--- src/cdtd_defs.svh ---
// Constants of the data-transfer decoder: windows, cycle counts, fields.
// Assumes inclusion by the core only; the package does not include it.
`ifndef CDTD_DEFS_SVH
`define CDTD_DEFS_SVH
`define CDTD_SADDR_LO   16'hFE20
`define CDTD_SADDR_HI   16'hFF1F
`define CDTD_CALL_LO    16'h0040
`define CDTD_CALL_HI    16'h007F
`define CDTD_SFR_BASE   8'hFF
`define CDTD_REG_A      3'h1
`define CDTD_REG_X      3'h0
`define CDTD_PAIR_TWO   2'h2
`define CDTD_PAIR_IDX   2'h3
`define CDTD_BIT_Z      6
`define CDTD_BIT_AUX    4
`define CDTD_BIT_CARRY  0
`define CDTD_STAT_RST   8'h00
`define CDTD_CLK4       4'h4
`define CDTD_CLK6       4'h6
`define CDTD_CLK8       4'h8
`endif

--- src/cdtd_pkg.sv ---
// Types of the data-transfer decoder: operations, flag modes, carriers.
// Assumes cdtd_defs.svh is on the include path.
package cdtd_pkg;
    typedef enum logic [4:0] {
        OP_XFER_R_IMM = 5'h00, OP_XFER_SADDR_IMM = 5'h01,
        OP_XFER_SFR_IMM = 5'h02, OP_XFER_A_R = 5'h03,
        OP_XFER_R_A = 5'h04, OP_XFER_A_SADDR = 5'h05,
        OP_XFER_SADDR_A = 5'h06, OP_XFER_A_SFR = 5'h07,
        OP_XFER_SFR_A = 5'h08, OP_XFER_A_ABS = 5'h09,
        OP_XFER_ABS_A = 5'h0A, OP_XFER_STAT_IMM = 5'h0B,
        OP_XFER_A_STAT = 5'h0C, OP_XFER_STAT_A = 5'h0D,
        OP_XFER_A_IND = 5'h0E, OP_XFER_IND_A = 5'h0F,
        OP_XFER_A_BASED = 5'h10, OP_XFER_BASED_A = 5'h11,
        OP_SWAP_A_X = 5'h12, OP_SWAP_A_R = 5'h13,
        OP_SWAP_A_SADDR = 5'h14, OP_SWAP_A_SFR = 5'h15,
        OP_SWAP_A_IND = 5'h16, OP_SWAP_A_BASED = 5'h17
    } cdtd_op_e;
    typedef enum logic [2:0] {
        FM_KEEP = 3'h0, FM_CLR = 3'h1, FM_SET = 3'h2,
        FM_RESULT = 3'h3, FM_RESTORE = 3'h4
    } cdtd_fmode_e;
    typedef enum logic [2:0] {
        CK_SADDR = 3'h0, CK_SADDRP = 3'h1, CK_ABS = 3'h2,
        CK_ABS_WORD = 3'h3, CK_CALL = 3'h4
    } cdtd_chk_e;
    typedef struct packed {
        cdtd_op_e    op;
        logic [2:0]  reg_idx;
        logic [1:0]  pair_idx;
        logic [7:0]  imm;
        logic [15:0] addr;
    } cdtd_req_s;
    typedef struct packed {
        logic [1:0]  len;
        logic [3:0]  clocks;
        logic        rd;
        logic        wr;
    } cdtd_info_s;
    typedef struct packed {
        cdtd_chk_e   kind;
        logic [15:0] addr;
        logic [2:0]  bit_num;
        logic [15:0] pc;
        logic [7:0]  branch_offset;
    } cdtd_chk_s;
endpackage

--- src/cdtd_core.sv ---
// Decode and execute core for the move and exchange instruction group.
// Assumes a memory bus with reads answered exactly one cycle after request.
//
// Contract
// - Eight byte registers, index 0..7 are X, A, C, B, E, D, L, H.
// - Four pairs, index 0..3: wide accumulator, pair one, pair two, index.
// - Short direct operands lie in FE20H..FF1FH; word form even only.
// - Absolute operands span 0000H..FFFFH; word transfers need even address.
// - Call-table operand must be even within 0040H..007FH.
// - Bit number is three bits and selects one of eight bits.
// - Branch offset is signed 8-bit, sign-extended then added to PC.
// - Byte accumulator A, and wide accumulator pairing A with X.
// - Each flag is kept, cleared, set, from result or restored; the core selects only keep and from result, never clear, set or restore.
// - Immediate byte moves: three bytes, six clocks, flags unchanged.
// - Accumulator to or from absolute address: three bytes, eight clocks.
// - Writing status word replaces flags; reading it keeps flags.
// - Based moves through index pair plus offset: two bytes, six clocks.
// - Swap of A with X: one byte, four clocks.
// - Swap A with register or location: two bytes, six; not A or X.
// - Swap A with indirect memory: one byte, eight clocks.
// - Swap A with based memory: two bytes, eight clocks.
`timescale 1ns/1ps
`include "cdtd_defs.svh"
module cdtd_core
    import cdtd_pkg::*;
(
    // Clock and reset.
    input  wire logic        clk_sys,
    input  wire logic        rst_n,
    // Instruction request.
    input  wire logic        req_valid,
    output logic             req_ready,
    input  wire cdtd_req_s   req,
    input  wire logic [7:0]  flags_saved,
    // Completion.
    output logic             done_q,
    output logic [1:0]       len_q,
    output logic             err_q,
    // Memory and special register bus.
    output logic             mem_req,
    output logic             mem_we,
    output logic [15:0]      mem_addr,
    output logic [7:0]       mem_wdata,
    input  wire logic [7:0]  mem_rdata,
    // Architectural state.
    output logic [7:0]       acc,
    output logic [15:0]      wide_accumulator,
    output logic [7:0]       program_status_word,
    // Operand checks.
    input  wire cdtd_chk_s   chk,
    output logic             chk_ok_q,
    output logic [7:0]       bit_mask_q,
    output logic [15:0]      branch_target_q
);
    typedef enum logic [1:0] {ST_IDLE = 2'h1, ST_EXEC = 2'h2} cdtd_st_e;

    function automatic cdtd_info_s op_info(input cdtd_op_e op);
        cdtd_info_s i;
        i = '{len: 2'h2, clocks: `CDTD_CLK4, rd: 1'b0, wr: 1'b0};
        unique case (op)
            OP_XFER_R_IMM, OP_XFER_STAT_IMM:
                i = '{2'h3, `CDTD_CLK6, 1'b0, 1'b0};
            OP_XFER_SADDR_IMM, OP_XFER_SFR_IMM:
                i = '{2'h3, `CDTD_CLK6, 1'b0, 1'b1};
            OP_XFER_A_R, OP_XFER_R_A, OP_XFER_A_STAT, OP_XFER_STAT_A:
                i = '{2'h2, `CDTD_CLK4, 1'b0, 1'b0};
            OP_XFER_A_SADDR, OP_XFER_A_SFR:
                i = '{2'h2, `CDTD_CLK4, 1'b1, 1'b0};
            OP_XFER_SADDR_A, OP_XFER_SFR_A:
                i = '{2'h2, `CDTD_CLK4, 1'b0, 1'b1};
            OP_XFER_A_ABS: i = '{2'h3, `CDTD_CLK8, 1'b1, 1'b0};
            OP_XFER_ABS_A: i = '{2'h3, `CDTD_CLK8, 1'b0, 1'b1};
            OP_XFER_A_IND: i = '{2'h1, `CDTD_CLK6, 1'b1, 1'b0};
            OP_XFER_IND_A: i = '{2'h1, `CDTD_CLK6, 1'b0, 1'b1};
            OP_XFER_A_BASED: i = '{2'h2, `CDTD_CLK6, 1'b1, 1'b0};
            OP_XFER_BASED_A: i = '{2'h2, `CDTD_CLK6, 1'b0, 1'b1};
            OP_SWAP_A_X: i = '{2'h1, `CDTD_CLK4, 1'b0, 1'b0};
            OP_SWAP_A_R: i = '{2'h2, `CDTD_CLK6, 1'b0, 1'b0};
            OP_SWAP_A_SADDR, OP_SWAP_A_SFR:
                i = '{2'h2, `CDTD_CLK6, 1'b1, 1'b1};
            OP_SWAP_A_IND: i = '{2'h1, `CDTD_CLK8, 1'b1, 1'b1};
            OP_SWAP_A_BASED: i = '{2'h2, `CDTD_CLK8, 1'b1, 1'b1};
            default: i = '{2'h2, `CDTD_CLK4, 1'b0, 1'b0};
        endcase
        return i;
    endfunction

    function automatic logic flag_next(input cdtd_fmode_e m, input logic cur,
                                       input logic res, input logic sav);
        logic f;
        f = cur;
        unique case (m)
            FM_KEEP:    f = cur;
            FM_CLR:     f = 1'b0;
            FM_SET:     f = 1'b1;
            FM_RESULT:  f = res;
            FM_RESTORE: f = sav;
            default:    f = cur;
        endcase
        return f;
    endfunction

    cdtd_st_e    st_q, st_d;
    cdtd_req_s   ins_q, ins_d;
    logic [3:0]  cnt_q, cnt_d;
    logic [15:0] ea_q, ea_d;
    logic [7:0]  rd_q, rd_d;
    logic [7:0]  regs_q [8];
    logic [7:0]  regs_d [8];
    logic [7:0]  stat_q, stat_d;
    logic        done_d, err_d;
    logic [1:0]  len_d;
    logic        accept, illegal, commit, in_saddr;
    logic [15:0] pair_val;
    cdtd_fmode_e fm;
    cdtd_info_s  inf;
    logic [7:0]  stat_src;

    assign req_ready = (st_q == ST_IDLE);
    assign accept    = req_valid && req_ready;
    assign commit    = (st_q == ST_EXEC) && (cnt_q == 4'h1);
    assign inf       = op_info(ins_q.op);
    assign in_saddr  = (req.addr >= `CDTD_SADDR_LO) &&
                       (req.addr <= `CDTD_SADDR_HI);
    // Pair p is high register 2p+1 over low register 2p.
    assign pair_val  = {regs_q[{req.pair_idx, 1'b1}],
                        regs_q[{req.pair_idx, 1'b0}]};
    assign acc              = regs_q[`CDTD_REG_A];
    assign wide_accumulator = {regs_q[`CDTD_REG_A],
                               regs_q[`CDTD_REG_X]};
    assign program_status_word = stat_q;

    always_comb begin
        illegal = 1'b0;
        unique case (req.op)
            OP_XFER_A_R, OP_XFER_R_A:
                illegal = (req.reg_idx == `CDTD_REG_A);
            OP_SWAP_A_R:
                illegal = (req.reg_idx == `CDTD_REG_A) ||
                          (req.reg_idx == `CDTD_REG_X);
            OP_XFER_SADDR_IMM, OP_XFER_A_SADDR, OP_XFER_SADDR_A,
            OP_SWAP_A_SADDR:
                illegal = !in_saddr;
            OP_XFER_A_IND, OP_XFER_IND_A, OP_SWAP_A_IND:
                illegal = (req.pair_idx != `CDTD_PAIR_TWO) &&
                          (req.pair_idx != `CDTD_PAIR_IDX);
            default: illegal = 1'b0;
        endcase
    end

    // Sequencer: effective address, cycle count, read capture.
    always_comb begin
        st_d   = st_q;
        ins_d  = ins_q;
        cnt_d  = cnt_q;
        ea_d   = ea_q;
        rd_d   = rd_q;
        done_d = 1'b0;
        err_d  = 1'b0;
        len_d  = len_q;
        unique case (st_q)
            ST_IDLE: begin
                if (accept && illegal) begin
                    err_d = 1'b1;
                end else if (accept) begin
                    st_d  = ST_EXEC;
                    ins_d = req;
                    cnt_d = op_info(req.op).clocks - 4'h1;
                    unique case (req.op)
                        OP_XFER_SFR_IMM, OP_XFER_A_SFR, OP_XFER_SFR_A,
                        OP_SWAP_A_SFR:
                            ea_d = {`CDTD_SFR_BASE, req.addr[7:0]};
                        OP_XFER_A_IND, OP_XFER_IND_A, OP_SWAP_A_IND:
                            ea_d = pair_val;
                        OP_XFER_A_BASED, OP_XFER_BASED_A, OP_SWAP_A_BASED:
                            ea_d = {regs_q[7], regs_q[6]} +
                                   {8'h00, req.imm};
                        default: ea_d = req.addr;
                    endcase
                end
            end
            ST_EXEC: begin
                cnt_d = cnt_q - 4'h1;
                if (cnt_q == inf.clocks - 4'h2) begin
                    rd_d = mem_rdata;
                end
                if (commit) begin
                    st_d   = ST_IDLE;
                    done_d = 1'b1;
                    len_d  = inf.len;
                end
            end
            default: st_d = ST_IDLE;
        endcase
    end

    always_comb begin
        mem_req   = 1'b0;
        mem_we    = 1'b0;
        mem_addr  = ea_q;
        mem_wdata = regs_q[`CDTD_REG_A];
        if (st_q == ST_EXEC) begin
            if (inf.rd && cnt_q == inf.clocks - 4'h1) begin
                mem_req = 1'b1;
            end
            if (inf.wr && commit) begin
                mem_req = 1'b1;
                mem_we  = 1'b1;
            end
        end
        if (ins_q.op == OP_XFER_SADDR_IMM || ins_q.op == OP_XFER_SFR_IMM) begin
            mem_wdata = ins_q.imm;
        end
    end

    // Architectural state changes only on the commit cycle.
    always_comb begin
        for (int k = 0; k < 8; k++) begin
            regs_d[k] = regs_q[k];
        end
        stat_d   = stat_q;
        stat_src = ins_q.imm;
        fm       = FM_KEEP;
        if (commit) begin
            unique case (ins_q.op)
                OP_XFER_R_IMM: regs_d[ins_q.reg_idx] = ins_q.imm;
                OP_XFER_A_R:
                    regs_d[`CDTD_REG_A] = regs_q[ins_q.reg_idx];
                OP_XFER_R_A:
                    regs_d[ins_q.reg_idx] = regs_q[`CDTD_REG_A];
                OP_XFER_A_SADDR, OP_XFER_A_SFR, OP_XFER_A_ABS,
                OP_XFER_A_IND, OP_XFER_A_BASED,
                OP_SWAP_A_SADDR, OP_SWAP_A_SFR, OP_SWAP_A_IND,
                OP_SWAP_A_BASED:
                    regs_d[`CDTD_REG_A] = rd_q;
                OP_XFER_A_STAT: regs_d[`CDTD_REG_A] = stat_q;
                OP_XFER_STAT_IMM: fm = FM_RESULT;
                OP_XFER_STAT_A: begin
                    fm       = FM_RESULT;
                    stat_src = regs_q[`CDTD_REG_A];
                end
                // The A and X swap ignores the register field of the request.
                OP_SWAP_A_X: begin
                    regs_d[`CDTD_REG_A] = regs_q[`CDTD_REG_X];
                    regs_d[`CDTD_REG_X] = regs_q[`CDTD_REG_A];
                end
                OP_SWAP_A_R: begin
                    regs_d[`CDTD_REG_A]   = regs_q[ins_q.reg_idx];
                    regs_d[ins_q.reg_idx] = regs_q[`CDTD_REG_A];
                end
                default: fm = FM_KEEP;
            endcase
            if (fm != FM_KEEP) begin
                stat_d = stat_src;
            end
            stat_d[`CDTD_BIT_Z] = flag_next(fm, stat_q[`CDTD_BIT_Z],
                stat_src[`CDTD_BIT_Z], flags_saved[`CDTD_BIT_Z]);
            stat_d[`CDTD_BIT_AUX] = flag_next(fm, stat_q[`CDTD_BIT_AUX],
                stat_src[`CDTD_BIT_AUX], flags_saved[`CDTD_BIT_AUX]);
            stat_d[`CDTD_BIT_CARRY] = flag_next(fm, stat_q[`CDTD_BIT_CARRY],
                stat_src[`CDTD_BIT_CARRY], flags_saved[`CDTD_BIT_CARRY]);
        end
    end

    always_ff @(posedge clk_sys or negedge rst_n) begin
        if (!rst_n) begin
            st_q   <= ST_IDLE;
            ins_q  <= '0;
            cnt_q  <= 4'h0;
            ea_q   <= 16'h0000;
            rd_q   <= 8'h00;
            done_q <= 1'b0;
            err_q  <= 1'b0;
            len_q  <= 2'h0;
            stat_q <= `CDTD_STAT_RST;
            for (int k = 0; k < 8; k++) begin
                regs_q[k] <= 8'h00;
            end
        end else begin
            st_q   <= st_d;
            ins_q  <= ins_d;
            cnt_q  <= cnt_d;
            ea_q   <= ea_d;
            rd_q   <= rd_d;
            done_q <= done_d;
            err_q  <= err_d;
            len_q  <= len_d;
            stat_q <= stat_d;
            for (int k = 0; k < 8; k++) begin
                regs_q[k] <= regs_d[k];
            end
        end
    end

    // Operand checks, registered one cycle after the query.
    logic        ok_d;
    logic [15:0] tgt_d;
    always_comb begin
        unique case (chk.kind)
            CK_SADDR:    ok_d = (chk.addr >= `CDTD_SADDR_LO) &&
                                (chk.addr <= `CDTD_SADDR_HI);
            CK_SADDRP:   ok_d = (chk.addr >= `CDTD_SADDR_LO) &&
                                (chk.addr <= `CDTD_SADDR_HI) &&
                                !chk.addr[0];
            CK_ABS:      ok_d = 1'b1;
            CK_ABS_WORD: ok_d = !chk.addr[0];
            CK_CALL:     ok_d = (chk.addr >= `CDTD_CALL_LO) &&
                                (chk.addr <= `CDTD_CALL_HI) &&
                                !chk.addr[0];
            default:     ok_d = 1'b0;
        endcase
        tgt_d = chk.pc + {{8{chk.branch_offset[7]}},
                          chk.branch_offset};
    end

    always_ff @(posedge clk_sys or negedge rst_n) begin
        if (!rst_n) begin
            chk_ok_q        <= 1'b0;
            bit_mask_q      <= 8'h00;
            branch_target_q <= 16'h0000;
        end else begin
            chk_ok_q        <= ok_d;
            bit_mask_q      <= 8'h01 << chk.bit_num;
            branch_target_q <= tgt_d;
        end
    end

    a_imm_six: assert property (@(posedge clk_sys) disable iff (!rst_n)
        accept && !illegal && req.op == OP_XFER_R_IMM
        |-> ##6 done_q && len_q == 2'h3) else $error("imm move timing");
    a_acc_reg_four: assert property (@(posedge clk_sys) disable iff (!rst_n)
        accept && !illegal && req.op == OP_XFER_A_R
        |-> ##4 done_q && len_q == 2'h2) else $error("reg move timing");
    a_acc_reject: assert property (@(posedge clk_sys) disable iff (!rst_n)
        accept && req.op == OP_XFER_R_A && req.reg_idx == `CDTD_REG_A
        |=> err_q && req_ready) else $error("A not rejected");
    a_abs_eight: assert property (@(posedge clk_sys) disable iff (!rst_n)
        accept && req.op == OP_XFER_A_ABS
        |-> ##8 done_q && len_q == 2'h3) else $error("abs move timing");
    a_stat_read: assert property (@(posedge clk_sys) disable iff (!rst_n)
        commit && ins_q.op == OP_XFER_A_STAT
        |=> $stable(stat_q) && acc == $past(stat_q))
        else $error("status read disturbed");
    a_ind_six: assert property (@(posedge clk_sys) disable iff (!rst_n)
        accept && !illegal && req.op == OP_XFER_IND_A
        |-> ##6 done_q && len_q == 2'h1) else $error("ind move timing");
    a_swap_x_four: assert property (@(posedge clk_sys) disable iff (!rst_n)
        accept && req.op == OP_SWAP_A_X
        |-> ##4 done_q && len_q == 2'h1) else $error("swap x timing");
    a_swap_reg_six: assert property (@(posedge clk_sys) disable iff (!rst_n)
        accept && !illegal && req.op == OP_SWAP_A_R
        |-> ##6 done_q) else $error("swap reg timing");
    a_swap_ind_eight: assert property (@(posedge clk_sys) disable iff (!rst_n)
        accept && !illegal && req.op == OP_SWAP_A_IND
        |-> ##8 done_q) else $error("swap ind timing");
    a_busy_hold: assert property (@(posedge clk_sys) disable iff (!rst_n)
        accept && !illegal |=> !req_ready [*3])
        else $error("early next instruction");
endmodule

--- config.mk ---
export PLATFORM = sky130hd
export DESIGN_NAME = cdtd_core
export DESIGN_NICKNAME = d
export VERILOG_FILES = /design/src/cdtd_pkg.sv /design/src/cdtd_core.sv
export VERILOG_INCLUDE_DIRS = /design/src
export SDC_FILE = /design/constraint.sdc
export NUM_CORES = 1
export LEC_CHECK = 0
export CORE_ASPECT_RATIO = 1.2
export CORE_MARGIN = 5
export CORE_UTILIZATION = 53
export CTS_CLUSTER_SIZE = 40
export DETAILED_ROUTE_END_ITERATION = 16
export DONT_BUFFER_PORTS = 1
export PLACE_DENSITY_LB_ADDON = 0.15
export RECOVER_POWER = 50
export SLEW_MARGIN = 30
export SYNTH_ARGS = -nofsm -noshare
export SYNTH_HDL_FRONTEND = slang
export SYNTH_SLANG_ARGS = --single-unit
--- constraint.sdc ---
create_clock -name clk_sys -period 3.5 [get_ports clk_sys]
set_input_delay 0.35 -clock clk_sys [delete_from_list [all_inputs] [get_ports clk_sys]]
set_output_delay 0.35 -clock clk_sys [all_outputs]
set_load 0.01 [all_outputs]
After elaboration in Yosys (flattened, before gate mapping)
Memories as Yosys holds them, arrays and structs flattened. Index checks and enable logic that the tools add are counted. Widths: inputs -> output; s select.

Register bits after elaboration: 147. Bits in read-only memories: 448. Bits of input ports: 99. Word-level logic and storage cells: 188. Memories: 2.

Add/subtract/negate cells: 6. $lt $le $gt $ge: 10. Equality and inequality tests: 54. Shift-type cells: 1. Multiplexer cells: 46. Bitwise logic cells: 4. Reduce and logical (&&, ||, !) cells: 42.

Memories: (name not given) (words 32, width 7, rd ports 1, clocked after Yosys merged registers in 0, wr ports 0, RTL line cdtd_core.sv:60) `unique case (op)`; (name not given) (words 32, width 7, rd ports 1, clocked after Yosys merged registers in 0, wr ports 0, RTL line cdtd_core.sv:60).

Operators by type and width (number): $bwmux 64 (3); $pmux 48 s3 (1); $bmux 8 s3 (3); $mux 8 (9); $eq 5x5->1 const B (14); $pmux 8 s7 (1); $pmux 16 s3 (1); $eq 5x4->1 const B (8); $eq 5x3->1 const B (7); $ge 16x16->1 const B (2); $le 16x16->1 const B (2); $pmux 8 s4 (1); $demux 8 s3 (1); $eq 5x2->1 const B (4); $mux 6 (3); $add 16x16->16 (1); $add 16x8->16 (1); $ge 16x7->1 const B (1); $le 16x7->1 const B (1); $pmux 1 s4 (4); $reduce_and 2->1 (7); $eq 3x2->1 const B (4); $ge 4x4->1 const B (3); $logic_and 1x1->1 (12); 35 further kinds (69).

Logic depth before layout (Yosys ltp)
Word-level depth: 11. Gate-level depth with buffers: 12. Mapped depth without buffers: 11.

Worst setup path before layout
OpenSTA, ideal clock, no wires.

Path type: register -> register. Start: reg ins_q[29] (netlist bit). End: reg rd_q[0]. Setup time: 125 ps. Arrival: 2590 ps. Data required time: 3375 ps. Setup slack: 785 ps. Stages on the path, launching flop included: 12. Clock period less this slack: 2715 ps. Cell sequence: dfrtp_1 -> inv_1 -> ha_1 -> mux2_1 -> o21ai_1 -> o31ai_4 -> ha_1 -> xor2_1 -> xnor2_1 -> nand3_1 -> nor3_4 -> mux2_4.

Word-level cells in the longest chain between the ends: 4.

Ends and longest elaborated chain: start: declaration (RTL line cdtd_core.sv:104) `cdtd_req_s ins_q, ins_d;`; start signal: assignment (RTL line cdtd_core.sv:281) `ins_q <= ins_d;`; $mem_v2 32x7; $sub 4x2->4 (RTL line cdtd_core.sv:184) `if (cnt_q == inf.clocks - 4'h2) begin`; $eq 4x4->1 (RTL line cdtd_core.sv:184); $reduce_and 2->1 (no source line); end signal: assignment (RTL line cdtd_core.sv:284) `rd_q <= rd_d;`; end: declaration (RTL line cdtd_core.sv:107) `logic [7:0] rd_q, rd_d;`.

Every way passes these cells. A chain may end at the register's enable or synchronous reset.

Final worst setup path
Start: reg ins_q[29] (netlist bit). End: out mem_req.

Word-level cells in the longest chain between the ends: 7. Elaborated cells between the ends (all ways): 8. Classes of those cells: add/sub (1); eq/ne (1); mux (3); reduce/logical (2); memory (1).

Ends and longest elaborated chain: $mem_v2 32x7 *; $sub 4x1->4 (RTL line cdtd_core.sv:203) `if (inf.rd && cnt_q == inf.clocks - 4'h1) begin`; $eq 4x4->1 (RTL line cdtd_core.sv:203); $logic_and 1x1->1 (RTL line cdtd_core.sv:203); $mux 1 (RTL line cdtd_core.sv:203); $mux 1 * (RTL line cdtd_core.sv:206) `if (inf.wr && commit) begin`; $mux 1 * (RTL line cdtd_core.sv:202) `if (st_q == ST_EXEC) begin`; end: declaration (RTL line cdtd_core.sv:40) `output logic mem_req,`.

Mark *: on every way between the ends. The rest lies on a longest branch, timed or not.

==> impl_metrics.py <==
metrics = {
    "status": {
        "status": "complete, but fails checks",
        "failed_checks": "negative hold slack",
    },
    "cells_and_area": {
        "final_nets": 1092,
        "syn2layout_area_growth_pct": 5.571,
        "drive_above_1_share_pct": 14.09,
        "num-fill-cells": 1650,
        "diodes": 0,
    },
    "global_route": {
        "grt_pass1_vias": 7697,
        "grt_pass1_wl_um": 42750,
        "grt_use_met1_pct": 31.46,
        "met2_usage_pct": 41.59,
        "grt_use_total_pct": 25.48,
        "grt_max_degree": 148,
        "grt-busiest-layer": "met2",
        "grt.overflow.total": 0,
        "antenna_found_initial": 0,
        "use_met3_pct": 6.392,
    },
    "sta": {
        "finalCritPeriodShare_pct": 94.07,
        "rsz0062_at_grt": "false",
        "holdWs_ns": -0.3880,
        "fin_crit_ns": 3.292,
        "finalSetupViolCount": 0,
        "hold_violations": 147,
        "fmax_ghz": 0.3037,
        "skew_ns": 0.01110,
        "slew_headroom_pct": 44.65,
        "slew_violations": 0,
        "finalSetupTns_ns": 0,
        "worst_pin_slew_ns": 0.8231,
    },
    "yosys": {
        "synth.most_common_cell": "dfrtp_1",
        "synthDominantCellAreaShare_pct": 37.39,
        "synthesis.nets": 1146,
        "syn_avg_cell_area_um2": 9.712,
        "synth_async_sr_flop_share_pct": 100.0,
        "synth_ff_type": "dfrtp_1",
        "synth_edf_count": 0,
        "yosysTopAreaCell": "dfrtp_1",
        "synth_common_cells": "dfrtp_1, a21oi_1, nor2_1",
        "netlist_area_um2": 9771,
        "synthDistinctLibCells": 90,
        "yosysSeqAreaShare_pct": 37.66,
        "ys_ff_latch": 147,
        "ys_warn_count": 0,
        "synth.area.top_cells": "dfrtp_1, mux4_2, ha_1, a21oi_1, nor2_1",
        "syn_inst": 1006,
    },
    "floorplan": {
        "core_area_um2": 18170,
        "die_h_um": 158.7,
        "initial_core_util_pct": 53.76,
        "dieArea_um2": 21260,
        "ios": 187,
        "num_rows": 54,
        "fp.dieW_um": 133.9,
    },
    "hold_path": {
        "hold_class": "in -> async",
    },
    "clock_network": {
        "htreeDepth": 4,
        "clk_pin_slew_worst_paths_ns": 0.06,
        "clkSinkCount": 147,
        "cts_hold_buffers": 4,
        "postCtsSetupBuffers": 0,
        "cts_buffers": 17,
        "cts_tree": "done",
        "cts.path.max_buffers": 2,
        "cts_resized": 0,
        "cts_root_buffer": "clkbuf_16",
        "clk_latency_ns": 0.43,
    },
    "critical_path": {
        "critical_path.startpoint_type": "flip-flop",
        "worst-path-buf-inv": 1,
        "reg2reg_from": "cnt_q[1]$_DFFE_PN0P_",
        "slowest_delay_ns": 0.52,
        "critPathMaxFanout": 5,
        "reg2reg_depth": 9,
        "cp_common_cell": "ha_1",
        "cp-end-kind": "output port",
        "crit_type": "reg -> out",
        "crit_chain": "inv_1, ha_1, mux2_1, o21ai_1, o31ai_4, ha_1, xor2_1, xnor2_1, nand3_1, o32ai_1",
        "critPathArrivalTime_ns": 2.94,
        "reg2reg_slack_ns": 0.63,
        "crit_family": "compound AO/OA/AOI/OAI gates",
        "crit_slowest_cell": "o32ai_1",
        "crit_required_ns": 3.15,
    },
    "route": {
        "drt_first_iter_violations": 685,
        "drc_errors": 0,
        "wl_per_cell_um": 22.54,
        "drt_pass1_iterations": 8,
        "avgViaCountPerCell": 6.516,
        "ant_nets": 0,
        "num_vias": 7747,
        "routed_wl_um": 26810,
    },
    "placement": {
        "dp_hpwl_um": 19690,
        "port_buffers": 0,
        "place_congestion": 0.8875,
    },
    "job": {
        "maxCapViolations": 0,
    },
    "pwr": {
        "p_total_w": 0.006972,
        "ir_worst_vdd_mv": 0.3894,
        "cellLeakagePower_nw": 4.386,
        "power_density_nw_per_um2": 675.9,
    },
}
==> metrics by stage <==
step	util (%)	cell area, µm²	std cells	setup slack [ns]	hold slack [ns]
final	56.75	10310	1189	0.2077	-0.3880
after global routing	56.75	10310	1189	0.01194	-0.4052
after CTS	56.71	10310	1189	0.1569	-0.3998
after detailed placement	53.11	9653	1153	0.5989	0.06196
after global placement	53.11	9653	1153	0.6228	0.06018
after floorplan	-	9771	1006	0.7854	0.05441
==> worst max-delay path by stage <==
stage          depth (start not counted)             startpoint  slack [ns]                  end
2_1_floorplan                         11  ins_q[29]$_DFFE_PN0P_        0.79  rd_q[0]$_DFFE_PN0P_
3_3_place_gp                           8  ins_q[30]$_DFFE_PN0P_        0.62            flip-flop
3_5_place_dp                           8  ins_q[30]$_DFFE_PN0P_        0.60            flip-flop
4_1_cts                               10  ins_q[29]$_DFFE_PN0P_        0.16              mem_req
5_1_grt                               10  ins_q[29]$_DFFE_PN0P_        0.01              mem_req
6_report                              10  ins_q[29]$_DFFE_PN0P_        0.21              mem_req
==> routing by layer <==
metal	wire length (µm)	up-vias	share of wire [%]
li1	-	3586	-
met1	10590	3832	40
met2	13360	269	50
met3	1674	60	6.2
met4	1180	0	4.4
met5	0	-	0
==> layout by cell type (no fill, tap or decap), types with 6 or more instances in the layout <==
cell type / Yosys / layout
o22a_1: 7 / 7
nor2b_1: 16 / 16
a221oi_1: 21 / 21
ha_1: 39 / 39
a21oi_1: 89 / 89
and3_1: 11 / 11
mux4_2: 25 / 25
a22oi_1: 12 / 12
nor3_1: 18 / 18
o22ai_1: 10 / 10
buf_4: 31 / 17
a211oi_1: 10 / 10
o21ai_0: 47 / 47
mux2_2: 22 / 22
xor2_1: 11 / 11
nand3_1: 22 / 22
xnor2_1: 16 / 16
inv_1: 30 / 30
mux2_4: 8 / 8
a31oi_1: 11 / 11
o211ai_1: 12 / 12
a22o_1: 10 / 10
nor2_1: 87 / 87
a21o_1: 12 / 12
o21a_1: 6 / 6
and2_1: 6 / 6
clkbuf_16: 0 / 17
nand2_1: 63 / 63
mux2i_1: 21 / 21
dfrtp_1: 146 / 146
o21ai_1: 9 / 9
nand2b_1: 9 / 9
==> cell type report <==
class | count | area (µm²) | share of cell area, %
clock buffers | 21 | 460.4 | 4.464
clock inverters | 11 | 152.6 | 1.480
inverters | 32 | 125.1 | 1.213
multi-input cells | 732 | 5429 | 52.63
flip-flops and latches | 147 | 3680 | 35.67
well taps | 224 | 280.3 | 2.717
repair buffers | 22 | 187.7 | 1.820
==> kinds of logic after synthesis <==
kind of cell	Yosys count	synth area share [%]
xor+xnor	27	2.420
flops	147	37.66
fa+ha+maj	41	5.404
mux	78	11.91
buf+inv	127	6.864
simple gates	285	15.11
compound gates	301	20.63
==> power by group <==
| part | leakage, nW | switching [W] | internal, W | total [W] |
|---|---|---|---|---|
| Combinational | 2.18 | 0.00134 | 0.00101 | 0.00235 |
| Sequential | 1.92 | 0.000663 | 0.00206 | 0.00272 |
| Clock | 0.290 | 0.000739 | 0.00116 | 0.00190 |
Power figures use the tool's default switching activity.
